===== src/logic/gtmr_map.vh =====
`ifndef GTMR_MAP_VH
`define GTMR_MAP_VH

////////////////////////////////////////////////////////////////////////////////
// register offsets, byte wide registers on an 8-bit address
`define GTMR_OFS_CONFIG 8'h50
`define GTMR_OFS_RESTART_PEND 8'h51
`define GTMR_OFS_T0_CMP 8'h53
`define GTMR_OFS_RSVD_GAP 8'h54
`define GTMR_OFS_T1_CMP 8'h55
`define GTMR_OFS_T2_CMP_HI 8'h56
`define GTMR_OFS_T2_CMP_LO 8'h57
`define GTMR_OFS_T3_CMP_HI 8'h58
`define GTMR_OFS_T3_CMP_LO 8'h59
`define GTMR_OFS_IRQ_MASK 8'h5A
`define GTMR_OFS_T0_COUNT 8'h5B
`define GTMR_OFS_T1_COUNT 8'h5C
`define GTMR_OFS_T2_COUNT_HI 8'h5D
`define GTMR_OFS_T2_COUNT_LO 8'h5E
`define GTMR_OFS_T3_COUNT_HI 8'h5F
`define GTMR_OFS_T3_COUNT_LO 8'h60

////////////////////////////////////////////////////////////////////////////////
// field positions
`define GTMR_CFG_TEST_BIT 4
`define GTMR_CFG_EN_MSB 3
`define GTMR_CFG_EN_LSB 0
`define GTMR_PEND_RESTART_MSB 7
`define GTMR_PEND_RESTART_LSB 4
`define GTMR_PEND_FLAG_MSB 3
`define GTMR_PEND_FLAG_LSB 0

////////////////////////////////////////////////////////////////////////////////
// reset values
`define GTMR_RST_CONFIG 5'h00
`define GTMR_RST_PEND 4'h0
`define GTMR_RST_CMP 8'h00
`define GTMR_RST_MASK 4'hF
`define GTMR_RST_COUNT 16'h0000

////////////////////////////////////////////////////////////////////////////////
// timing: main clock 100 MHz, low-frequency tick 32.768 kHz, both in Hz
`define GTMR_CLK_HZ 27'h5F5E100
`define GTMR_LF_HZ 27'h0008000

`endif


===== src/logic/gtmr_timer.v =====
`timescale 1ns/10ps

`include "gtmr_map.vh"

module gtmr_timer #(
	parameter NARROW_WIDTH = 8,
	parameter WIDE_WIDTH = 16
) (
	input wire clk_in,
	input wire rst_n_in,
	input wire [7:0] addr_in,
	input wire [7:0] wdata_in,
	input wire wr_in,
	input wire rd_in,
	output wire [7:0] rdata_out,
	output wire irq_out
);

	////////////////////////////////////////////////////////////////////////////////
	// declarations
	reg rst_sync1_q;
	reg rst_sync2_q;
	wire rst_n;
	reg [26:0] phase_q;
	reg [26:0] phase_d;
	reg lf_tick_q;
	reg lf_tick_d;
	wire tick;
	reg [4:0] cfg_q;
	reg [3:0] pend_q;
	reg [3:0] pend_d;
	reg [3:0] mask_q;
	reg [7:0] cmp0_q;
	reg [7:0] cmp1_q;
	reg [7:0] cmp2h_q;
	reg [7:0] cmp2l_q;
	reg [7:0] cmp3h_q;
	reg [7:0] cmp3l_q;
	reg [15:0] cnt_q [0:3];
	reg [15:0] cmp_w [0:3];
	reg [3:0] match_w;
	reg [3:0] restart_w;
	reg [3:0] clear_w;
	reg [7:0] rdata_q;
	reg [7:0] rdata_d;
	wire [3:0] enable;
	wire wr_pend;
	integer i;
	// the clocked loops get their own index so that no variable has two writers
	integer j;

	////////////////////////////////////////////////////////////////////////////////
	// functions

	// mask a count to the width of its timer, so the narrow ones wrap at 256
	function [15:0] gtmr_fit;
		input [15:0] value;
		input integer idx;
		reg [15:0] narrow_mask;
		reg [15:0] wide_mask;
		begin
			narrow_mask = (16'h0001 << NARROW_WIDTH) - 16'h0001;
			wide_mask = (WIDE_WIDTH >= 16) ? 16'hFFFF : ((16'h0001 << WIDE_WIDTH) - 16'h0001);
			if (idx < 2) begin
				gtmr_fit = value & narrow_mask;
			end else begin
				gtmr_fit = value & wide_mask;
			end
		end
	endfunction

	// one step of a counter: back to zero on match, else up by one
	// a compare lowered below the running count costs one full wrap before it matches
	function [15:0] gtmr_step;
		input [15:0] count;
		input matched;
		input integer idx;
		begin
			if (matched) begin
				gtmr_step = `GTMR_RST_COUNT;
			end else begin
				gtmr_step = gtmr_fit(count + 16'h0001, idx);
			end
		end
	endfunction

	////////////////////////////////////////////////////////////////////////////////
	// reset release through two flops; assertion stays asynchronous
	always @(posedge clk_in or negedge rst_n_in) begin
		if (!rst_n_in) begin
			rst_sync1_q <= 1'b0;
			rst_sync2_q <= 1'b0;
		end else begin
			rst_sync1_q <= 1'b1;
			rst_sync2_q <= rst_sync1_q;
		end
	end

	// every flop below resets from this released copy, so none leaves reset early
	assign rst_n = rst_sync2_q;

	////////////////////////////////////////////////////////////////////////////////
	// low-frequency tick as a fractional divider of the main clock
	// a phase accumulator keeps the long-run rate exact at 32.768 kHz;
	// the trade is one main-clock cycle of jitter on each tick
	always @* begin
		phase_d = phase_q + `GTMR_LF_HZ;
		lf_tick_d = 1'b0;
		if (phase_d >= `GTMR_CLK_HZ) begin
			phase_d = phase_d - `GTMR_CLK_HZ;
			lf_tick_d = 1'b1;
		end
	end

	always @(posedge clk_in or negedge rst_n) begin
		if (!rst_n) begin
			phase_q <= 27'h0000000;
			lf_tick_q <= 1'b0;
		end else begin
			phase_q <= phase_d;
			lf_tick_q <= lf_tick_d;
		end
	end

	// the tick is a one-cycle enable, never a derived clock, so one clock serves all
	// test mode steps every main clock cycle
	assign tick = cfg_q[`GTMR_CFG_TEST_BIT] ? 1'b1 : lf_tick_q;

	////////////////////////////////////////////////////////////////////////////////
	// control decode
	assign enable = cfg_q[`GTMR_CFG_EN_MSB:`GTMR_CFG_EN_LSB];
	assign wr_pend = wr_in && (addr_in == `GTMR_OFS_RESTART_PEND);

	// restart and clear strobes from a write to the pending register
	always @* begin
		restart_w = 4'h0;
		clear_w = 4'h0;
		if (wr_pend) begin
			restart_w = wdata_in[`GTMR_PEND_RESTART_MSB:`GTMR_PEND_RESTART_LSB];
			clear_w = wdata_in[`GTMR_PEND_FLAG_MSB:`GTMR_PEND_FLAG_LSB];
		end
	end

	////////////////////////////////////////////////////////////////////////////////
	// compare values, narrow ones zero-extended
	// one comparator width then serves all four timers
	always @* begin
		cmp_w[0] = {8'h00, cmp0_q};
		cmp_w[1] = {8'h00, cmp1_q};
		cmp_w[2] = {cmp2h_q, cmp2l_q};
		cmp_w[3] = {cmp3h_q, cmp3l_q};
	end

	// match of the full compare value on a counting tick
	// narrow compares are cut to their width so a stale high byte never blocks a match
	always @* begin
		for (i = 0; i < 4; i = i + 1) begin
			match_w[i] = tick && enable[i] && (cnt_q[i] == gtmr_fit(cmp_w[i], i));
		end
	end

	////////////////////////////////////////////////////////////////////////////////
	// counters; a forced restart beats a tick in the same cycle
	// a disabled timer holds its count rather than clearing it
	// the restart winning lets software realign a running timer without disabling it
	always @(posedge clk_in or negedge rst_n) begin
		if (!rst_n) begin
			for (j = 0; j < 4; j = j + 1) begin
				cnt_q[j] <= `GTMR_RST_COUNT;
			end
		end else begin
			for (j = 0; j < 4; j = j + 1) begin
				if (restart_w[j]) begin
					cnt_q[j] <= `GTMR_RST_COUNT;
				end else if (tick && enable[j]) begin
					cnt_q[j] <= gtmr_step(cnt_q[j], match_w[j], j);
				end
			end
		end
	end

	////////////////////////////////////////////////////////////////////////////////
	// pending flags: a match in the cycle of a clearing write still sets the flag
	// so no match is lost to a clear that software meant for an older event
	always @* begin
		pend_d = (pend_q & ~clear_w) | match_w;
	end

	always @(posedge clk_in or negedge rst_n) begin
		if (!rst_n) begin
			pend_q <= `GTMR_RST_PEND;
		end else begin
			pend_q <= pend_d;
		end
	end

	////////////////////////////////////////////////////////////////////////////////
	// software registers
	// writes to the read-only count offsets fall to the default branch and are dropped
	always @(posedge clk_in or negedge rst_n) begin
		if (!rst_n) begin
			cfg_q <= `GTMR_RST_CONFIG;
			mask_q <= `GTMR_RST_MASK;
			cmp0_q <= `GTMR_RST_CMP;
			cmp1_q <= `GTMR_RST_CMP;
			cmp2h_q <= `GTMR_RST_CMP;
			cmp2l_q <= `GTMR_RST_CMP;
			cmp3h_q <= `GTMR_RST_CMP;
			cmp3l_q <= `GTMR_RST_CMP;
		end else if (wr_in) begin
			case (addr_in)
				`GTMR_OFS_CONFIG: begin
					cfg_q <= wdata_in[4:0];
				end
				`GTMR_OFS_RESTART_PEND: begin
					cfg_q <= cfg_q; // acts through restart_w and clear_w
				end
				`GTMR_OFS_RSVD_GAP: begin
					cfg_q <= cfg_q; // reserved byte, write dropped
				end
				`GTMR_OFS_T0_CMP: begin
					cmp0_q <= wdata_in;
				end
				`GTMR_OFS_T1_CMP: begin
					cmp1_q <= wdata_in;
				end
				`GTMR_OFS_T2_CMP_HI: begin
					cmp2h_q <= wdata_in;
				end
				`GTMR_OFS_T2_CMP_LO: begin
					cmp2l_q <= wdata_in;
				end
				`GTMR_OFS_T3_CMP_HI: begin
					cmp3h_q <= wdata_in;
				end
				`GTMR_OFS_T3_CMP_LO: begin
					cmp3l_q <= wdata_in;
				end
				`GTMR_OFS_IRQ_MASK: begin
					mask_q <= wdata_in[3:0];
				end
				default: begin
					cfg_q <= cfg_q;
				end
			endcase
		end
	end

	////////////////////////////////////////////////////////////////////////////////
	// read mux; restart bits and reserved bits read zero
	// the counts are sampled live, so a 16-bit count read as two bytes may tear
	// an unmapped or idle read returns zero, never stale data
	always @* begin
		rdata_d = 8'h00;
		if (rd_in) begin
			case (addr_in)
				`GTMR_OFS_CONFIG: begin
					rdata_d = {3'h0, cfg_q};
				end
				`GTMR_OFS_RESTART_PEND: begin
					rdata_d = {4'h0, pend_q};
				end
				`GTMR_OFS_RSVD_GAP: begin
					rdata_d = 8'h00; // reserved byte reads zero
				end
				`GTMR_OFS_T0_CMP: begin
					rdata_d = cmp0_q;
				end
				`GTMR_OFS_T1_CMP: begin
					rdata_d = cmp1_q;
				end
				`GTMR_OFS_T2_CMP_HI: begin
					rdata_d = cmp2h_q;
				end
				`GTMR_OFS_T2_CMP_LO: begin
					rdata_d = cmp2l_q;
				end
				`GTMR_OFS_T3_CMP_HI: begin
					rdata_d = cmp3h_q;
				end
				`GTMR_OFS_T3_CMP_LO: begin
					rdata_d = cmp3l_q;
				end
				`GTMR_OFS_IRQ_MASK: begin
					rdata_d = {4'h0, mask_q};
				end
				`GTMR_OFS_T0_COUNT: begin
					rdata_d = cnt_q[0][7:0];
				end
				`GTMR_OFS_T1_COUNT: begin
					rdata_d = cnt_q[1][7:0];
				end
				`GTMR_OFS_T2_COUNT_HI: begin
					rdata_d = cnt_q[2][15:8];
				end
				`GTMR_OFS_T2_COUNT_LO: begin
					rdata_d = cnt_q[2][7:0];
				end
				`GTMR_OFS_T3_COUNT_HI: begin
					rdata_d = cnt_q[3][15:8];
				end
				`GTMR_OFS_T3_COUNT_LO: begin
					rdata_d = cnt_q[3][7:0];
				end
				default: begin
					rdata_d = 8'h00;
				end
			endcase
		end
	end

	// read data stand one cycle after the strobe and read zero otherwise
	// zero when idle lets several blocks share one or-combined read bus
	always @(posedge clk_in or negedge rst_n) begin
		if (!rst_n) begin
			rdata_q <= 8'h00;
		end else begin
			rdata_q <= rdata_d;
		end
	end

	assign rdata_out = rdata_q;

	////////////////////////////////////////////////////////////////////////////////
	// interrupt: level while a flag of an enabled, unmasked timer is set
	// clearing the enable bit silences the line but leaves the flag readable
	// the mask resets to all pass, so out of reset the line follows the enables
	assign irq_out = |(pend_q & enable & mask_q);

endmodule // gtmr_timer


===== config.mk =====
export PLATFORM = sky130hd
export DESIGN_NAME = gtmr_timer
export DESIGN_NICKNAME = d
export VERILOG_FILES = /design/src/logic/gtmr_timer.v
export VERILOG_INCLUDE_DIRS = /design/src /design/src/logic
export SDC_FILE = /design/constraint.sdc
export NUM_CORES = 1
export LEC_CHECK = 0
export BUFFER_PORTS_ARGS = -buffer_cell sky130_fd_sc_hd__clkbuf_2
export CORE_MARGIN = 8
export CORE_UTILIZATION = 55
export DETAILED_ROUTE_END_ITERATION = 8
export GPL_ROUTABILITY_DRIVEN = 0
export PLACE_DENSITY = 0.84
export SETUP_SLACK_MARGIN = 0.05
export SLEW_MARGIN = 20
export SYNTH_ARGS = -nofsm -noshare
export SYNTH_HDL_FRONTEND = slang
export SYNTH_SLANG_ARGS = --single-unit

===== constraint.sdc =====
create_clock -name clk_in -period 5.29 [get_ports clk_in]
set_clock_uncertainty 0.05 [all_clocks]
set_input_delay 1.587 -clock clk_in [delete_from_list [all_inputs] [get_ports clk_in]]
set_output_delay 1.587 -clock clk_in [all_outputs]
set_load 0.01 [all_outputs]

### After elaboration in Yosys (flattened, before gate mapping)

Cells that the tools add are included.

* add/sub/neg operators: 6
* multiply operators: 0
* div/mod/pow operators: 0
* $lt $le $gt $ge: 1
* equality and inequality tests: 19
* shift-type cells: 0
* muxes and demuxes: 19
* bitwise gates (word level): 5
* reduce and logical (&&, ||, !) cells: 22

Operators by type and width (number)
* two-way mux 16 bit: 10
* equality test 8 x 7 -> 1 bit (second input constant): 15
* one-hot mux 8 bit (15 select lines): 1
* adder 16 x 1 -> 16 bit (second input constant): 2
* equality test 16 bit: 2
* equality test 16 x 8 -> 1 bit: 2
* adder 27 x 16 -> 27 bit (second input constant): 1
* greater-or-equal comparator 27 bit (second input constant): 1
* two-way mux 27 bit: 1
* subtractor 27 bit (second input constant): 1
* two-way mux 8 bit: 3
* adder 8 x 1 -> 8 bit (second input constant): 2
* AND reduction 2 bit: 8
* AND 4 bit: 3
* logical AND 1 bit: 9
* two-way mux 4 bit: 2
* nonzero test 2 bit: 4
* inverter 4 bit: 1
* bitwise OR 4 bit: 1
* OR reduction 4 bit: 1
* two-way mux 1 bit: 2

* flip-flop bits (word level): 163
* bits in latches: 0
* bits in writable memories: 0
* memory bits (read-only): 0
* bits of input ports: 20
* output and inout bits: 9
* word-level logic and storage cells: 90
* memories kept: 0

### Logic depth before layout (Yosys ltp)

* depth in word-level cells: 6
* depth in mapped cells: 9
* depth with buffers taken out: 9

### Worst setup path after synthesis

OpenSTA, ideal clock, no wires.

* path type: input to register
* start point: in addr_in[2]
* end point: reg cnt_q[35] (netlist bit)
* library setup time: 0.066 ns
* arrival time: 3.253 ns
* data required time: 5.174 ns
* slack: 1.921 ns
* stages: 7
* path buffers: 1
* cell sequence: buf_2 > or2_2 > nor3_2 > a21oi_1 > or2_2 > or3b_2 > nand2_1

* cells in the longest elaborated chain, start to end: 4
* elaborated cells on any way between the ends: 5
* those cells by class: eq/ne: 1; mux: 2; reduce/logical: 2

RTL lines
* start: declaration: RTL line gtmr_timer.v:11 `input wire [7:0] addr_in,`
* equality test 8 x 7 -> 1 bit *
* logical AND 1 bit *: RTL line gtmr_timer.v:132 `` assign wr_pend = wr_in && (addr_in == `GTMR_OFS_RESTART_PEND); ``
* two-way mux 4 bit *: RTL line gtmr_timer.v:138 `if (wr_pend) begin`
* two-way mux 16 bit or nonzero test 2 bit (tied branches)
* end signal: indexed assignment: RTL line gtmr_timer.v:169 `` cnt_q[j] <= `GTMR_RST_COUNT; ``
* end signal: indexed assignment: RTL line gtmr_timer.v:174 `` cnt_q[j] <= `GTMR_RST_COUNT; ``
* end signal: indexed assignment: RTL line gtmr_timer.v:176 `cnt_q[j] <= gtmr_step(cnt_q[j], match_w[j], j);`
* end: declaration: RTL line gtmr_timer.v:39 `reg [15:0] cnt_q [0:3];`

Every way passes the cells marked *; elsewhere a longest branch is shown, timed or not.
A chain may end at the register's enable or synchronous reset.

### Worst setup path after layout

* start point: in addr_in[5]
* end point: reg rdata_q[1], in the netlist rdata_out[1]

* cells in the longest elaborated chain, start to end: 3
* elaborated cells on any way between the ends: 17
* those cells by class: eq/ne: 15; mux: 2

RTL lines
* equality test 8 x 7 -> 1 bit: RTL line gtmr_timer.v:256 `case (addr_in)`
* one-hot mux 8 bit (15 select lines) *: RTL line gtmr_timer.v:256
* two-way mux 8 bit *: RTL line gtmr_timer.v:255 `if (rd_in) begin`
* named net rdata_d[1]: RTL line gtmr_timer.v:45 `reg [7:0] rdata_d;`
* end signal: assignment: RTL line gtmr_timer.v:318 `rdata_q <= rdata_d;`
* end: declaration: RTL line gtmr_timer.v:44 `reg [7:0] rdata_q;`

The timed path passes the listed nets; every way through them passes the cells marked *.

==> results.sh <==
export IMPL_clkPwrFrac_pct=48.3
export IMPL_ctsResizeCount=0
export IMPL_vias=6826
export IMPL_worstHoldStart="rst_sync1_q"
export IMPL_numCtsBuffers=17
export IMPL_io_buffers=28
export IMPL_worstSkewPairLatency_ns=0.43
export IMPL_finalCriticalPeriod_ns=3.967
export IMPL_critPathMaxStageDelay_ns=0.89
export IMPL_cts_buffer_depth=2
export IMPL_final_hold_viol_count=0
export IMPL_num_rows=44
export IMPL_crit_family="simple AND/OR/NAND/NOR gates"
export IMPL_synthAdderAreaFrac_pct=1.233
export IMPL_final_nets=844
export IMPL_initial_core_util_pct=56.08
export IMPL_synth_warning_count=0
export IMPL_worstPathArrival_ns=4.23
export IMPL_ys_flop_type="dfrtp_1"
export IMPL_relSlewSlack_pct=28.97
export IMPL_synthCells=799
export IMPL_drive_above_1_share_pct=19.06
export IMPL_dieArea_um2=18910
export IMPL_cap_viol_max_count=0
export IMPL_die_x_um=137.5
export IMPL_synth_seq_area_share_pct=42.90
export IMPL_diodes=0
export IMPL_synth_commonest_cells="dfrtp_1 (135), xnor2_1 (65), nor2_1 (62)"
export IMPL_outcome="finished, final reports clean"
export IMPL_r2r_end="phase_q[20]"
export IMPL_io_pin_count=29
export IMPL_syn_nets=827
export IMPL_critPathKind="primary input to register"
export IMPL_dpl_hpwl_mm=15.67
export IMPL_startpoint="addr_in[5]"
export IMPL_drv_slew=0
export IMPL_combPwrFrac_pct=6.0
export IMPL_p_leak_nw=3.786
export IMPL_rrSetupSlack_ns=1.98
export IMPL_rr_worst_depth=8
export IMPL_path_buf_inv=1
export IMPL_chipHeight_um=137.5
export IMPL_synthTopCellsByArea="dfrtp_1 (42%), mux2_2 (8.5%), xnor2_1 (7.0%), nor2_1 (2.9%), nand2_1 (2.5%)"
export IMPL_syn2layout_area_growth_pct=10.12
export IMPL_overflow=0
export IMPL_synthXorXnorAreaFrac_pct=9.492
export IMPL_rsz0062_at_grt="no"
export IMPL_internal_power_w=0.001900
export IMPL_antenna_found_initial=0
export IMPL_yosysMostFrequentCell="dfrtp_1"
export IMPL_timing_fmax_ghz=0.2521
export IMPL_power_switching_w=0.0006050
export IMPL_p_seq_share_pct=45.8
export IMPL_switching_share_pct=24.15
export IMPL_r2r_start="phase_q[15]"
export IMPL_p_per_area_nw_per_um2=280.2
export IMPL_hold_path_endpoint="rst_n"
export IMPL_cts_tree="built"
export IMPL_cts_htree_levels=4
export IMPL_synth_simple_area_share_pct=17.40
export IMPL_first_global_vias=6734
export IMPL_ir_drop_mv=0.2441
export IMPL_postCtsHoldBufs=0
export IMPL_p_total_w=0.002505
export IMPL_vias_per_cell=6.738
export IMPL_syn_avg_cell_area_um2=10.16
export IMPL_first_pass_iters=7
export IMPL_grt_max_degree=76
export IMPL_cts_post_setup_buffers_inserted=0
export IMPL_drc=0
export IMPL_wl_mm=22.69
export IMPL_yosys_area_top_type="dfrtp_1"
export IMPL_required_ns=5.56
export IMPL_async_flop_share_pct=100.0
export IMPL_nFillCells=1134
export IMPL_fin_crit_sh_pct=74.99
export IMPL_cp_max_fo=22
export IMPL_area_sequential_um2=3487
export IMPL_final_setup_tns_ns=0
export IMPL_min_path_type="register to register"
export IMPL_syn_area_um2=8120
export IMPL_wl_per_cell_um=22.39
export IMPL_clock_root_buffer="clkbuf_16"
export IMPL_synth_top_cell_area_share_pct=41.60
export IMPL_drtIter0Drc=952
export IMPL_cp_end_kind="register"
export IMPL_synth_top_family_by_area="simple AND/OR/NAND/NOR gates"
export IMPL_worstSetupStartpointType="primary input"
export IMPL_finalSetupViolations=0
export IMPL_grt_usage_pct=24.92
export IMPL_cp_cell_sequence="clkbuf_2 > nor4bb_1 > and3_1 > a221oi_1 > a221o_1 > a41oi_1"
export IMPL_core_um2=14480
export IMPL_ant_nets=0
export IMPL_tightestPinTransition_ns=1.051
export IMPL_grt_pass1_wl_mm=36.16
export IMPL_clock_sinks=139
export IMPL_synth_edf_count=0
export IMPL_synth_seq_cells=139
export IMPL_multi_input_comb_area_um2=4390
export IMPL_ys_types=83
export IMPL_holdPathStages=0
export IMPL_crit_path_top_delay_cell="nor4bb_1"
export IMPL_clk_pin_slew_ns=0.06
export IMPL_synth_mux_area_share_pct=9.908
export IMPL_synth_compound_area_share_pct=15.99
cells in the final DEF (no fill, tap or decap), types with 7 or more instances in the layout:
cell,n
dfrtp_1,134
xnor2_1,65
nor2_1,62
mux2_2,61
nand2_1,55
o21ai_0,41
nand3_1,32
clkbuf_2,28
xor2_1,23
a21oi_1,23
nand4_1,21
nor3_1,19
clkbuf_16,17
and3_1,15
a22o_1,14
a22oi_1,13
inv_1,12
a221oi_1,11
o31ai_1,9
nor4_1,8
a31oi_1,8
ha_1,8
nand2b_1,7
or3_1,7
power groups by stage:
stage | combinational [W] | sequential, W | clock (W)
2_1_floorplan | 0.0000951 | 0.00115 | 0
3_3_place_gp | 0.000138 | 0.00116 | 0
3_5_place_dp | 0.000144 | 0.00116 | 0
4_1_cts | 0.000147 | 0.00115 | 0.00122
5_1_grt | 0.000160 | 0.00115 | 0.00126
6_report | 0.000150 | 0.00115 | 0.00121
worst register-to-register path: stages, from the launching register on:
cell,delay [ns]
dfrtp_1,0.51
ha_1,0.42
nand4_1,0.14
nor4b_1,0.33
o32ai_1,0.23
o41ai_4,0.92
nor2_1,0.22
inv_1,0.24
a31oi_1,0.12
registers in the layout, summed over array words and instances, names as in the netlist, 4 cells and up:
register and cells:
pend_q 4, cnt_q 48, cmp0_q 8, cmp2h_q 8, rdata_out 8, mask_q 4, cmp2l_q 8, cmp3h_q 8
cmp1_q 8, phase_q 19, cmp3l_q 8, cfg_q 5
metrics by stage:
stage	worst slack [ns]	hold WS, ns	utilization (%)	instances	cell area (um^2)
2_1_floorplan	1.087	0.2812	-	799	8120
3_3_place_gp	1.161	0.2862	57.61	981	8342
3_5_place_dp	1.053	0.2912	57.61	981	8342
4_1_cts	1.485	0.3056	61.76	1013	8942
5_1_grt	1.260	0.3060	61.76	1013	8942
6_report	1.323	0.3031	61.76	1013	8942
how the worst max path moves through the flow:
stage / end / depth (start not counted) / slack (ns)
after CTS: rdata_out[0] / 6 / 1.48
after floorplan: cfg_q[0] / 0 / 1.09
after global placement: rdata_out[0] / 6 / 1.16
after global routing: cnt_q[14] / 7 / 1.26
final: rdata_out[1] / 6 / 1.32
after detailed placement: rdata_out[0] / 6 / 1.05
metal layers:
| layer | up-vias | routed length (um) | global-route usage [%] |
|---|---|---|---|
| met1 | 3302 | 8593 | 29.91 |
| li1 | 3000 | - | - |
| met5 | - | 0 | 0 |
| met3 | 116 | 2290 | 6.929 |
| met4 | 0 | 1382 | 14.91 |
| met2 | 408 | 10420 | 39.28 |
logic make-up (layout without fill, tap and decap cells):
| logic type | Yosys count | count (layout) |
|---|---|---|
| compound gates | 177 | 177 |
| mux | 69 | 69 |
| fa+ha+maj | 8 | 8 |
| buf+inv | 49 | 79 |
| other cells | 1 | 1 |
| xor+xnor | 88 | 88 |
| simple gates | 268 | 268 |
| flops | 139 | 139 |
final cells by class:
type                    instances  share of cell area (%)
clock buffers                  18                   4.799
clock inverters                14                   1.917
inverters                      13                  0.5457
multi-input cells             611                   49.10
flip-flops and latches        139                   39.00
well taps                     184                   2.575
repair buffers                 34                   2.071
Note: power is estimated with default switching activity, not from simulation.
